File: src/plc_pkg.sv
// Shared constants, types and register map of the port loopback block
// Assumes a two-port card: index 0 is the client port, 1 the trunk port
package plc_pkg;

	// ==========================================================
	// Sizes
	localparam int DATA_W = 16; // Line word width
	localparam int REG_W = 16; // Register data width
	localparam int ADDR_W = 4; // Register byte address width
	localparam int CARD_W = 3; // Card kind strap width
	localparam int LOOP_W = 2; // Loop selector width
	localparam int SVC_W = 2; // Service state width
	localparam int N_PORTS = 2; // Client and trunk
	localparam int PORT_CLIENT = 0;
	localparam int PORT_TRUNK = 1;
	localparam int FIFO_DEPTH_DEF = 4; // Trunk transmit buffer depth
	localparam int SYNC_STAGES = 3; // Strap synchroniser length

	// ==========================================================
	// Register offsets
	localparam logic [ADDR_W-1:0] OFS_CFG = 4'h0;
	localparam logic [ADDR_W-1:0] OFS_CLIENT = 4'h4;
	localparam logic [ADDR_W-1:0] OFS_TRUNK = 4'h8;
	localparam logic [ADDR_W-1:0] OFS_STATUS = 4'hc;

	// ==========================================================
	// Field positions
	localparam int CFG_SDH_BIT = 0; // Port flavour, 1 = SDH style
	localparam int CFG_CARD_LSB = 4; // Card kind, read only
	localparam int CTL_MAINT_BIT = 0; // Maintenance admin request
	localparam int CTL_LOOP_LSB = 1; // Loop selector
	localparam int ST_SVC_LSB = 0; // Two service states, 2 bits each
	localparam int ST_FAC_LSB = 4; // Facility loop condition per port
	localparam int ST_TERM_LSB = 6; // Terminal loop condition per port
	localparam int ST_SUPP_LSB = 8; // Alarms suppressed per port
	localparam int ST_REJ_BIT = 10; // Sticky rejected request
	localparam int ST_SDH_BIT = 11; // Copy of flavour

	// Substitute word sent downstream by a terminating port
	localparam logic [DATA_W-1:0] AIS_WORD = 16'hffff;

	// ==========================================================
	// Types
	typedef enum logic [LOOP_W-1:0] {
		LOOP_NONE = 2'h0,
		LOOP_FAC = 2'h1,
		LOOP_BAD = 2'h2,
		LOOP_TERM = 2'h3
	} plc_loop_type;

	// Gray along in service, maintenance, loop maintenance
	typedef enum logic [SVC_W-1:0] {
		SVC_IN_SERVICE = 2'h0,
		SVC_OOS_MAINT = 2'h1,
		SVC_LOOP_MAINT = 2'h3
	} plc_svc_type;

	typedef enum logic [CARD_W-1:0] {
		CARD_OTHER = 3'h0,
		CARD_TRANSPONDER = 3'h1,
		CARD_PROT_TRANSPONDER = 3'h2,
		CARD_MULTIPLEXING = 3'h3,
		CARD_PROT_MULTIPLEXING = 3'h4
	} plc_card_type;

	typedef struct packed {
		logic valid;
		logic [DATA_W-1:0] data;
	} plc_word_type;

	typedef struct packed {
		logic maint;
		plc_loop_type loop;
	} plc_ctl_type;

	localparam plc_ctl_type CTL_RST = '{maint: 1'b0, loop: LOOP_NONE};

endpackage : plc_pkg

File: src/plc_sync.sv
// Three-stage synchroniser with agreement filter for slow pins
// Assumes the pins change rarely, such as card straps
`timescale 1ns/100ps
`default_nettype none
module plc_sync
	import plc_pkg::*;
#(
	parameter int W = CARD_W
) (
	// Clock, reset, enable
	input wire logic clk,
	input wire logic arst_n,
	input wire logic ce,
	// Pin and filtered level
	input wire logic [W-1:0] pin_in,
	output logic [W-1:0] level
);

	// ==========================================================
	// Stages
	logic [W-1:0] meta_reg; // First stage, read only by the second
	logic [W-1:0] s2_reg;
	logic [W-1:0] s3_reg;
	logic [W-1:0] level_reg;
	logic [W-1:0] level_next;

	// Level follows only when the late stages agree
	always_comb begin
		level_next = level_reg;
		if (s2_reg == s3_reg) begin
			level_next = s3_reg;
		end
	end

	// Register stages
	always_ff @(posedge clk or negedge arst_n) begin
		if (!arst_n) begin
			meta_reg <= '0;
			s2_reg <= '0;
			s3_reg <= '0;
			level_reg <= '0;
		end else if (ce) begin
			meta_reg <= pin_in;
			s2_reg <= meta_reg;
			s3_reg <= s2_reg;
			level_reg <= level_next;
		end
	end

	assign level = level_reg;

endmodule : plc_sync
`default_nettype wire

File: src/plc_fifo.sv
// Small word FIFO with valid and ready on both sides
// Assumes one clock; a refused write is the writer's to hold or drop
`timescale 1ns/100ps
`default_nettype none
module plc_fifo
	import plc_pkg::*;
#(
	parameter int W = DATA_W + 1,
	parameter int DEPTH = FIFO_DEPTH_DEF
) (
	// Clock, reset, enable
	input wire logic clk,
	input wire logic arst_n,
	input wire logic ce,
	// Fill side
	input wire logic in_valid,
	input wire logic [W-1:0] in_data,
	output logic in_ready,
	// Drain side
	output logic out_valid,
	output logic [W-1:0] out_data,
	input wire logic out_ready
);

	localparam int AW = $clog2(DEPTH);

	// ==========================================================
	// Storage and pointers, extra bit tells full from empty
	logic [W-1:0] mem_reg [DEPTH];
	logic [AW:0] wr_reg;
	logic [AW:0] wr_next;
	logic [AW:0] rd_reg;
	logic [AW:0] rd_next;
	logic full;
	logic empty;

	assign empty = (wr_reg == rd_reg);
	assign full = (wr_reg[AW-1:0] == rd_reg[AW-1:0]) && (wr_reg[AW] != rd_reg[AW]);
	assign in_ready = !full;
	assign out_valid = !empty;
	assign out_data = mem_reg[rd_reg[AW-1:0]];

	// Pointer advance on each handshake
	always_comb begin
		wr_next = wr_reg;
		rd_next = rd_reg;
		if (in_valid && !full) begin
			wr_next = wr_reg + 1'b1;
		end
		if (out_ready && !empty) begin
			rd_next = rd_reg + 1'b1;
		end
	end

	// Register pointers
	always_ff @(posedge clk or negedge arst_n) begin
		if (!arst_n) begin
			wr_reg <= '0;
			rd_reg <= '0;
		end else if (ce) begin
			wr_reg <= wr_next;
			rd_reg <= rd_next;
		end
	end

	// Storage has no reset; empty flag hides stale words
	always_ff @(posedge clk) begin
		if (ce && in_valid && !full) begin
			mem_reg[wr_reg[AW-1:0]] <= in_data;
		end
	end

endmodule : plc_fifo
`default_nettype wire

File: src/plc_top.sv
// Port loopback path control for a client and a trunk port
// Assumes line words on clk, card kind from async strap pins
// What this block does
// (RULE_01) Muxing trunk facility loop is bridged
// (RULE_02) Muxing client facility loop is terminated
// (RULE_03) Terminated loop returns only, nothing downstream
// (RULE_04) Bridged loop returns and forwards downstream
// (RULE_05) Terminated loop sends AIS downstream, bridged none
// (RULE_06) SONET loop needs maintenance; reports loop state
// (RULE_07) SDH loop needs locked maintenance; reports loop
// (RULE_08) Facility loop raises condition and alarm suppression
// (RULE_09) Client loop holds only client in loop
// (RULE_10) Trunk loop holds only trunk in loop
// (RULE_11) Facility returns outward, terminal returns inward
// (RULE_12) Client terminal turns trunk traffic back
// (RULE_13) Trunk terminal turns client traffic back
// (RULE_14) Terminal turnaround lies before line interface
// (RULE_15) Transponder terminal loops are terminated
// (RULE_16) Only transponder and muxing cards accept loops
// (RULE_17) Selector none/facility/terminal; none restores pass-through
//
// Added by the designer: the strobed register port and the address map.
`timescale 1ns/100ps
`default_nettype none
module plc_top
	import plc_pkg::*;
#(
	parameter int FIFO_DEPTH = FIFO_DEPTH_DEF
) (
	// Clock, reset, enable
	input wire logic clk,
	input wire logic arst_n,
	input wire logic ce,
	// Register port
	input wire logic [ADDR_W-1:0] reg_addr,
	input wire logic [REG_W-1:0] reg_wdata,
	input wire logic reg_wr,
	input wire logic reg_rd,
	output logic [REG_W-1:0] reg_rdata,
	// Card kind strap pins
	input wire logic [CARD_W-1:0] card_kind_pin,
	// Client line side
	input wire plc_word_type cl_rx,
	output logic cl_rx_ready,
	output var plc_word_type cl_tx,
	// Trunk line side
	input wire plc_word_type tr_rx,
	input wire logic tr_tx_ready,
	output var plc_word_type tr_tx,
	// Conditions, bit 0 client, bit 1 trunk
	output logic [N_PORTS-1:0] facility_loop_condition,
	output logic [N_PORTS-1:0] terminal_loop_condition,
	output logic [N_PORTS-1:0] alarms_suppressed_maint,
	// Reported service states
	output var plc_svc_type client_svc,
	output var plc_svc_type trunk_svc
);

	// ==========================================================
	// Decoding helpers

	// Loops exist only on line cards that carry clients
	function automatic logic loop_capable(input plc_card_type k);
		return (k == CARD_TRANSPONDER) || (k == CARD_PROT_TRANSPONDER) ||
			(k == CARD_MULTIPLEXING) || (k == CARD_PROT_MULTIPLEXING);
	endfunction : loop_capable

	function automatic logic is_transponder(input plc_card_type k);
		return (k == CARD_TRANSPONDER) || (k == CARD_PROT_TRANSPONDER);
	endfunction : is_transponder

	// Trunk loops bridge, client loops terminate, transponder
	// terminal loops always terminate
	function automatic logic loop_bridged(input plc_card_type k,
		input logic trunk, input plc_loop_type l);
		return trunk && !(l == LOOP_TERM && is_transponder(k)); // [RULE_01] [RULE_02] [RULE_15]
	endfunction : loop_bridged

	// Terminating port replaces the word with AIS, keeps its timing
	function automatic plc_word_type ais(input plc_word_type w);
		return '{valid: w.valid, data: AIS_WORD}; // [RULE_05]
	endfunction : ais

	function automatic logic [ADDR_W-1:0] port_ofs(input int p);
		return (p == PORT_CLIENT) ? OFS_CLIENT : OFS_TRUNK;
	endfunction : port_ofs

	function automatic logic [REG_W-1:0] ctl_word(input plc_ctl_type c);
		logic [REG_W-1:0] w;
		w = '0;
		w[CTL_MAINT_BIT] = c.maint;
		w[CTL_LOOP_LSB +: LOOP_W] = c.loop;
		return w;
	endfunction : ctl_word

	// ==========================================================
	// Card kind strap

	logic [CARD_W-1:0] card_raw; // Filtered strap level
	plc_card_type card_kind;

	plc_sync #(
		.W(CARD_W)
	) u_card_sync (
		.clk(clk),
		.arst_n(arst_n),
		.ce(ce),
		.pin_in(card_kind_pin),
		.level(card_raw)
	);

	assign card_kind = plc_card_type'(card_raw);

	// ==========================================================
	// Control registers and service states

	plc_ctl_type ctl_reg [N_PORTS]; // Admin request and loop selector
	plc_ctl_type ctl_next [N_PORTS];
	plc_svc_type svc_reg [N_PORTS]; // Reported service state
	plc_svc_type svc_next [N_PORTS];
	logic sdh_reg; // Port flavour
	logic sdh_next;
	logic rej_reg; // Sticky: a loop request was refused
	logic rej_next;

	// Register writes and loop entry gating
	always_comb begin
		plc_loop_type req;
		req = LOOP_NONE;
		sdh_next = sdh_reg;
		rej_next = rej_reg;
		// Clear goes first so a same-cycle refusal still sets
		if (reg_wr && reg_addr == OFS_STATUS && reg_wdata[ST_REJ_BIT]) begin
			rej_next = 1'b0;
		end
		if (reg_wr && reg_addr == OFS_CFG) begin
			sdh_next = reg_wdata[CFG_SDH_BIT];
		end
		for (int p = 0; p < N_PORTS; p++) begin
			ctl_next[p] = ctl_reg[p];
			if (reg_wr && reg_addr == port_ofs(p)) begin
				ctl_next[p].maint = reg_wdata[CTL_MAINT_BIT];
				req = plc_loop_type'(reg_wdata[CTL_LOOP_LSB +: LOOP_W]);
				if (req == LOOP_NONE) begin
					// Back to pass-through
					ctl_next[p].loop = LOOP_NONE; // [RULE_17]
				end else if (reg_wdata[CTL_MAINT_BIT] && svc_reg[p] != SVC_IN_SERVICE &&
					loop_capable(card_kind) && req != LOOP_BAD) begin
					// Port already in maintenance: loop taken
					ctl_next[p].loop = req; // [RULE_06] [RULE_07]
				end else begin
					// Refused; leaving maintenance also drops any loop
					ctl_next[p].loop = reg_wdata[CTL_MAINT_BIT] ?
						ctl_reg[p].loop : LOOP_NONE;
					rej_next = 1'b1; // [RULE_16]
				end
			end
			// A card that cannot loop never holds one
			if (!loop_capable(card_kind)) begin
				ctl_next[p].loop = LOOP_NONE; // [RULE_16]
			end
		end
	end

	// Per-port service state machine
	always_comb begin
		for (int p = 0; p < N_PORTS; p++) begin
			svc_next[p] = svc_reg[p];
			case (svc_reg[p])
				SVC_IN_SERVICE: begin
					if (ctl_next[p].maint) begin
						svc_next[p] = SVC_OOS_MAINT;
					end
				end
				SVC_OOS_MAINT: begin
					if (ctl_next[p].loop != LOOP_NONE) begin
						svc_next[p] = SVC_LOOP_MAINT; // [RULE_06] [RULE_07]
					end else if (!ctl_next[p].maint) begin
						svc_next[p] = SVC_IN_SERVICE;
					end
				end
				SVC_LOOP_MAINT: begin
					if (ctl_next[p].loop == LOOP_NONE) begin
						svc_next[p] = ctl_next[p].maint ? SVC_OOS_MAINT : SVC_IN_SERVICE; // [RULE_17]
					end
				end
				default: begin
					svc_next[p] = SVC_IN_SERVICE;
				end
			endcase
		end
	end

	// Register control state; each port moves on its own
	always_ff @(posedge clk or negedge arst_n) begin
		if (!arst_n) begin
			ctl_reg <= '{default: CTL_RST};
			svc_reg <= '{default: SVC_IN_SERVICE};
			sdh_reg <= 1'b0;
			rej_reg <= 1'b0;
		end else if (ce) begin
			ctl_reg <= ctl_next; // [RULE_09] [RULE_10]
			svc_reg <= svc_next;
			sdh_reg <= sdh_next;
			rej_reg <= rej_next;
		end
	end

	// Conditions follow the loop selectors directly
	always_comb begin
		for (int p = 0; p < N_PORTS; p++) begin
			facility_loop_condition[p] = (ctl_reg[p].loop == LOOP_FAC); // [RULE_08]
			terminal_loop_condition[p] = (ctl_reg[p].loop == LOOP_TERM);
			alarms_suppressed_maint[p] = (ctl_reg[p].loop != LOOP_NONE); // [RULE_08]
		end
	end

	assign client_svc = svc_reg[PORT_CLIENT];
	assign trunk_svc = svc_reg[PORT_TRUNK];

	// ==========================================================
	// Register read port

	logic [REG_W-1:0] rdata_reg; // Valid only the cycle after a read
	logic [REG_W-1:0] rdata_next;

	// Read decode; unmapped offsets read zero
	always_comb begin
		rdata_next = '0;
		if (reg_rd) begin
			case (reg_addr)
				OFS_CFG: begin
					rdata_next[CFG_SDH_BIT] = sdh_reg;
					rdata_next[CFG_CARD_LSB +: CARD_W] = card_raw;
				end
				OFS_CLIENT: rdata_next = ctl_word(ctl_reg[PORT_CLIENT]);
				OFS_TRUNK: rdata_next = ctl_word(ctl_reg[PORT_TRUNK]);
				OFS_STATUS: begin
					rdata_next[ST_SVC_LSB +: SVC_W] = svc_reg[PORT_CLIENT];
					rdata_next[ST_SVC_LSB + SVC_W +: SVC_W] = svc_reg[PORT_TRUNK];
					rdata_next[ST_FAC_LSB +: N_PORTS] = facility_loop_condition;
					rdata_next[ST_TERM_LSB +: N_PORTS] = terminal_loop_condition;
					rdata_next[ST_SUPP_LSB +: N_PORTS] = alarms_suppressed_maint;
					rdata_next[ST_REJ_BIT] = rej_reg;
					rdata_next[ST_SDH_BIT] = sdh_reg;
				end
				default: rdata_next = '0;
			endcase
		end
	end

	// Register read data
	always_ff @(posedge clk or negedge arst_n) begin
		if (!arst_n) begin
			rdata_reg <= '0;
		end else if (ce) begin
			rdata_reg <= rdata_next;
		end
	end

	assign reg_rdata = rdata_reg;

	// ==========================================================
	// Data path

	plc_loop_type lc; // Client selector
	plc_loop_type lt; // Trunk selector
	logic cb; // Client loop bridges
	logic tb; // Trunk loop bridges
	plc_word_type fifo_in; // Toward trunk line interface
	plc_word_type cl_tx_reg; // Toward client line interface
	plc_word_type cl_tx_next;
	logic fifo_out_valid;
	logic [DATA_W-1:0] fifo_out_data; // Word data only; valid comes from the buffer

	assign lc = ctl_reg[PORT_CLIENT].loop;
	assign lt = ctl_reg[PORT_TRUNK].loop;
	assign cb = loop_bridged(card_kind, 1'b0, lc);
	assign tb = loop_bridged(card_kind, 1'b1, lt);

	// Source of the client transmit word; client loop has priority
	always_comb begin
		if (lc == LOOP_FAC) begin
			cl_tx_next = cl_rx; // [RULE_11]
		end else if (lc == LOOP_TERM) begin
			cl_tx_next = cb ? tr_rx : ais(tr_rx); // [RULE_03] [RULE_05] [RULE_15]
		end else if (lt == LOOP_TERM) begin
			cl_tx_next = cl_rx; // [RULE_13]
		end else if (lt == LOOP_FAC) begin
			cl_tx_next = tb ? tr_rx : ais(tr_rx); // [RULE_01] [RULE_04]
		end else begin
			cl_tx_next = tr_rx;
		end
	end

	// Source of the trunk transmit word; trunk loop has priority.
	// Client terminal turnaround sits ahead of the buffer and line
	// interface, so turned trunk words pass through both.
	always_comb begin
		if (lt == LOOP_FAC) begin
			fifo_in = tr_rx; // [RULE_01] [RULE_11]
		end else if (lt == LOOP_TERM) begin
			fifo_in = tb ? cl_rx : ais(cl_rx); // [RULE_05] [RULE_15]
		end else if (lc == LOOP_TERM) begin
			fifo_in = tr_rx; // [RULE_12] [RULE_14]
		end else if (lc == LOOP_FAC) begin
			fifo_in = cb ? cl_rx : ais(cl_rx); // [RULE_02] [RULE_03]
		end else begin
			fifo_in = cl_rx;
		end
	end

	// Client transmit register
	always_ff @(posedge clk or negedge arst_n) begin
		if (!arst_n) begin
			cl_tx_reg <= '0;
		end else if (ce) begin
			cl_tx_reg <= cl_tx_next;
		end
	end

	assign cl_tx = cl_tx_reg;

	// Trunk buffer; trunk receive has no ready, so a looped word
	// meeting a full buffer is lost
	plc_fifo #(
		.W(DATA_W),
		.DEPTH(FIFO_DEPTH)
	) u_trunk_fifo (
		.clk(clk),
		.arst_n(arst_n),
		.ce(ce),
		.in_valid(fifo_in.valid),
		.in_data(fifo_in.data),
		.in_ready(cl_rx_ready),
		.out_valid(fifo_out_valid),
		.out_data(fifo_out_data),
		.out_ready(tr_tx_ready)
	);

	assign tr_tx = '{valid: fifo_out_valid, data: fifo_out_data};
endmodule : plc_top
`default_nettype wire

File: config.mk
export PLATFORM = sky130hd
export DESIGN_NAME = plc_top
export DESIGN_NICKNAME = d
export VERILOG_FILES = /design/src/plc_pkg.sv /design/src/plc_sync.sv /design/src/plc_fifo.sv /design/src/plc_top.sv
export SDC_FILE = /design/constraint.sdc
export NUM_CORES = 1
export LEC_CHECK = 0
export BUFFER_PORTS_ARGS = -buffer_cell sky130_fd_sc_hd__buf_2
export CORE_AREA = 5 5 105 107
export DETAILED_ROUTE_END_ITERATION = 8
export DIE_AREA = 0 0 110 112
export GPL_ROUTABILITY_DRIVEN = 1
export PLACE_DENSITY = 0.86
export SLEW_MARGIN = 40
export SYNTH_ARGS = -nofsm -noshare
export SYNTH_HDL_FRONTEND = slang
export SYNTH_SLANG_ARGS = --single-unit
File: constraint.sdc
create_clock -name clk -period 5.7 [get_ports clk]
set_input_delay 0.285 -clock clk [delete_from_list [all_inputs] [get_ports clk]]
set_output_delay 0.285 -clock clk [all_outputs]
set_load 0.05 [all_outputs]
==> summary.txt <==
Pwr
  • Peak supply drop: 0.0002985 V
  • Static leakage: 2.870 nW
  • Power density over cell area: 472.3 mW/mm^2

Cells and area
  • Finished Core Util: 0.6814
  • Nets: 583
  • Max reg flops: 64
  • Number of fillers in the final layout: 716
  • Antenna fix cells: 0
  • Layout cells sized above 1: 0.3655
  • Synth-to-layout area growth: 22.45%

Clocking
  • CTS sink cnt: 123
  • H-tree depth: 4
  • Clk root buf: clkbuf_8
  • Clk pin slew, worst setup/hold paths: 0.06 ns
  • Setup Buffers After CTS: 0
  • Worst skew pair latency: 0.52 ns
  • CTS tree: done
  • Clock Tree Buf Depth: 2
  • Num CTS Buffers: 17

Logic synthesis
  • Synth top area cells: edfxtp_1 (34%), dfrtp_1 (26%), mux4_2 (6.4%)
  • Top FF cell, synth: edfxtp_1
  • Mapped cell area: 0.005590 mm^2
  • Leading cell types by count after synthesis: edfxtp_1 (64), dfrtp_1 (59), inv_1 (27), mux2_2 (18), nor2_1 (18)
  • Synth Register Bits: 123
  • YS warnings: 0
  • Register area share after synthesis: 0.6079
  • Number of synthesized flops with an enable pin: 64
  • Cells after Synth: 403
  • Synth top area share: 0.3438
  • Most frequent cell after synthesis: edfxtp_1
  • Post-synth ARST share: 0.4797
  • Netlist cell types: 60
  • Avg Synthesized Cell Area: 13.87 um^2
  • Largest area contributor in the synthesized netlist: edfxtp_1

Floorplan
  • Rows: 37
  • Die Area: 0.01232 mm^2
  • Chip Width: 110 um
  • Die Ht: 112 um
  • Initial Util: 0.5565
  • Area of the core: 0.01005 mm^2
  • I/O pin count: 124

Worst hold path
  • Hold crit path type: primary input to flop
  • Hold depth: 3

Worst setup path
  • CP endpoint kind: flop
  • Max FO, Critical Path: 19
  • Crit Path Category: flop to flop
  • R2R depth: 4
  • CP Launch Type: flop
  • Worst Path Required: 5.84 ns
  • Crit path arrival time: 2.64 ns

Detailed routing
  • Routed Antenna Nets: 0
  • Vias per inst: 5.880
  • Final WL: 13240 um
  • DR pass1 iterations: 5
  • DR DRC count: 0
  • Routed len/inst: 19.94 um
  • Drt initial violations: 239
  • Vias post-DR: 3904

GRT
  • First-pass GRT wire length: 21350 um
  • Vias in the first global route: 4077
  • Largest net degree at the start of global routing: 62
  • Gr ovfl total: 0
  • Initial antenna violation count: 0
  • Gr usage total: 0.2278

Timing
  • Fin Setup TNS: 0 ns
  • Post-Route Skew: 0.01341 ns
  • Unrepaired setup endpoints after global routing: no
  • Final Critical Period: 2.506 ns
  • Max-slew headroom: 0.4450
  • Pins over their slew limit: 0
  • Final Hold Violating Endpoints: 0
  • Worst-Margin Slew: 0.8325 ns
  • Final cycle utilization of the critical path: 0.4397
  • Fmax achieved: 399.0 MHz
  • Min Hold Slack: 0.05359 ns
  • Final setup violation count: 0

Placement
  • PortBufs: 107
  • Placer Congestion: 0.8565
  • Post-DP HPWL: 8743 um

Outcome
  • Status: completed

Job
  • Max-Cap Viols: 0
-- cell usage in the layout, fill, tap and decap left out, drive strengths merged, types with 7 or more instances in the layout --
master,n
buf,112
mux2,20
o22a,16
a21oi,9
clkbuf,17
a22o,7
mux4,16
xnor2,8
o221ai,17
o21ai,26
nand2,13
inv,31
edfxtp,64
dfrtp,59
nor2,18
-- power by group --
part,total [mW],switching (mW),internal [mW]
clock network,1.09,0.415,0.673
logic,0.975,0.651,0.325
registers,1.17,0.105,1.06
total,3.23,1.17,2.06
-- worst max-delay path: stages, from the launching register on --
cell and delay [ns]:
dfrtp_2 0.68, xor2_1 0.26, o31ai_1 0.15, a21oi_2 0.30
and2_1 0.72
-- path summary, 6_finish.rpt --
| path | from | to | slack, ns |
|---|---|---|---|
| hold / removal | tr_rx[13] | cl_tx[13] | 0.05 |
| setup / recovery | u_trunk_fifo.rd_reg[1] | u_trunk_fifo.mem_reg[2][7] | 3.19 |
| setup reg to reg | u_trunk_fifo.rd_reg[1] | u_trunk_fifo.mem_reg[2][7] | 3.19 |
| min in group asynchronous | arst_n | client_svc[0] | 0.38 |
| max in group asynchronous | arst_n | u_trunk_fifo.rd_reg[1] | 4.90 |
| hold reg to reg | reg_rdata[2] | reg_rdata[2] | 0.49 |
-- layout make-up --
type	count	area, um^2	share of cell area
Clock buffer	17	414.1	0.06050
Clock inverter	15	191.4	0.02797
Inverter	29	108.9	0.01590
Multi-Input combinational cell	228	1944	0.2840
Sequential cell	123	3400	0.4966
Tap cell	136	170.2	0.02486
Timing Repair Buffer	116	616.8	0.09011
-- metrics by stage --
step / setup WS (ns) / power, mW / cells / area (um^2)
final: 3.194 / 3.233 / 664 / 6845
after global routing: 3.052 / 3.369 / 664 / 6845
after CTS: 2.891 / 3.251 / 664 / 6838
after detailed placement: 2.935 / 2.158 / 628 / 6192
after global placement: 3.014 / 2.123 / 628 / 6191
after floorplan: 3.738 / 1.936 / 406 / 5602
-- what timing repair did --
item | CTS | global route
endpoints found under the setup margin | 0 | 0
hold buffers | 4 | 0
endpoints found under the hold margin | 62 | 0
resized for setup | 0 | 0
-- cell families after synthesis --
group,count (synthesis),synth area share
other cells,1,0.0006708
flops,123,0.6079
compound gates,105,0.1383
mux,39,0.1101
simple gates,63,0.06267
xor+xnor,12,0.02216
buf+inv,55,0.04700
fa+ha+maj,5,0.01119
-- routing by layer --
| metal | track usage | wire, um | vias to the layer above |
|---|---|---|---|
| met5 | 0 | 0 | - |
| met4 | 0.05320 | 157 | 0 |
| met3 | 0.06725 | 1155 | 15 |
| met2 | 0.3847 | 6817 | 206 |
| met1 | 0.2879 | 5108 | 1927 |
| li1 | - | - | 1756 |
Power figures use the tool's default switching activity.
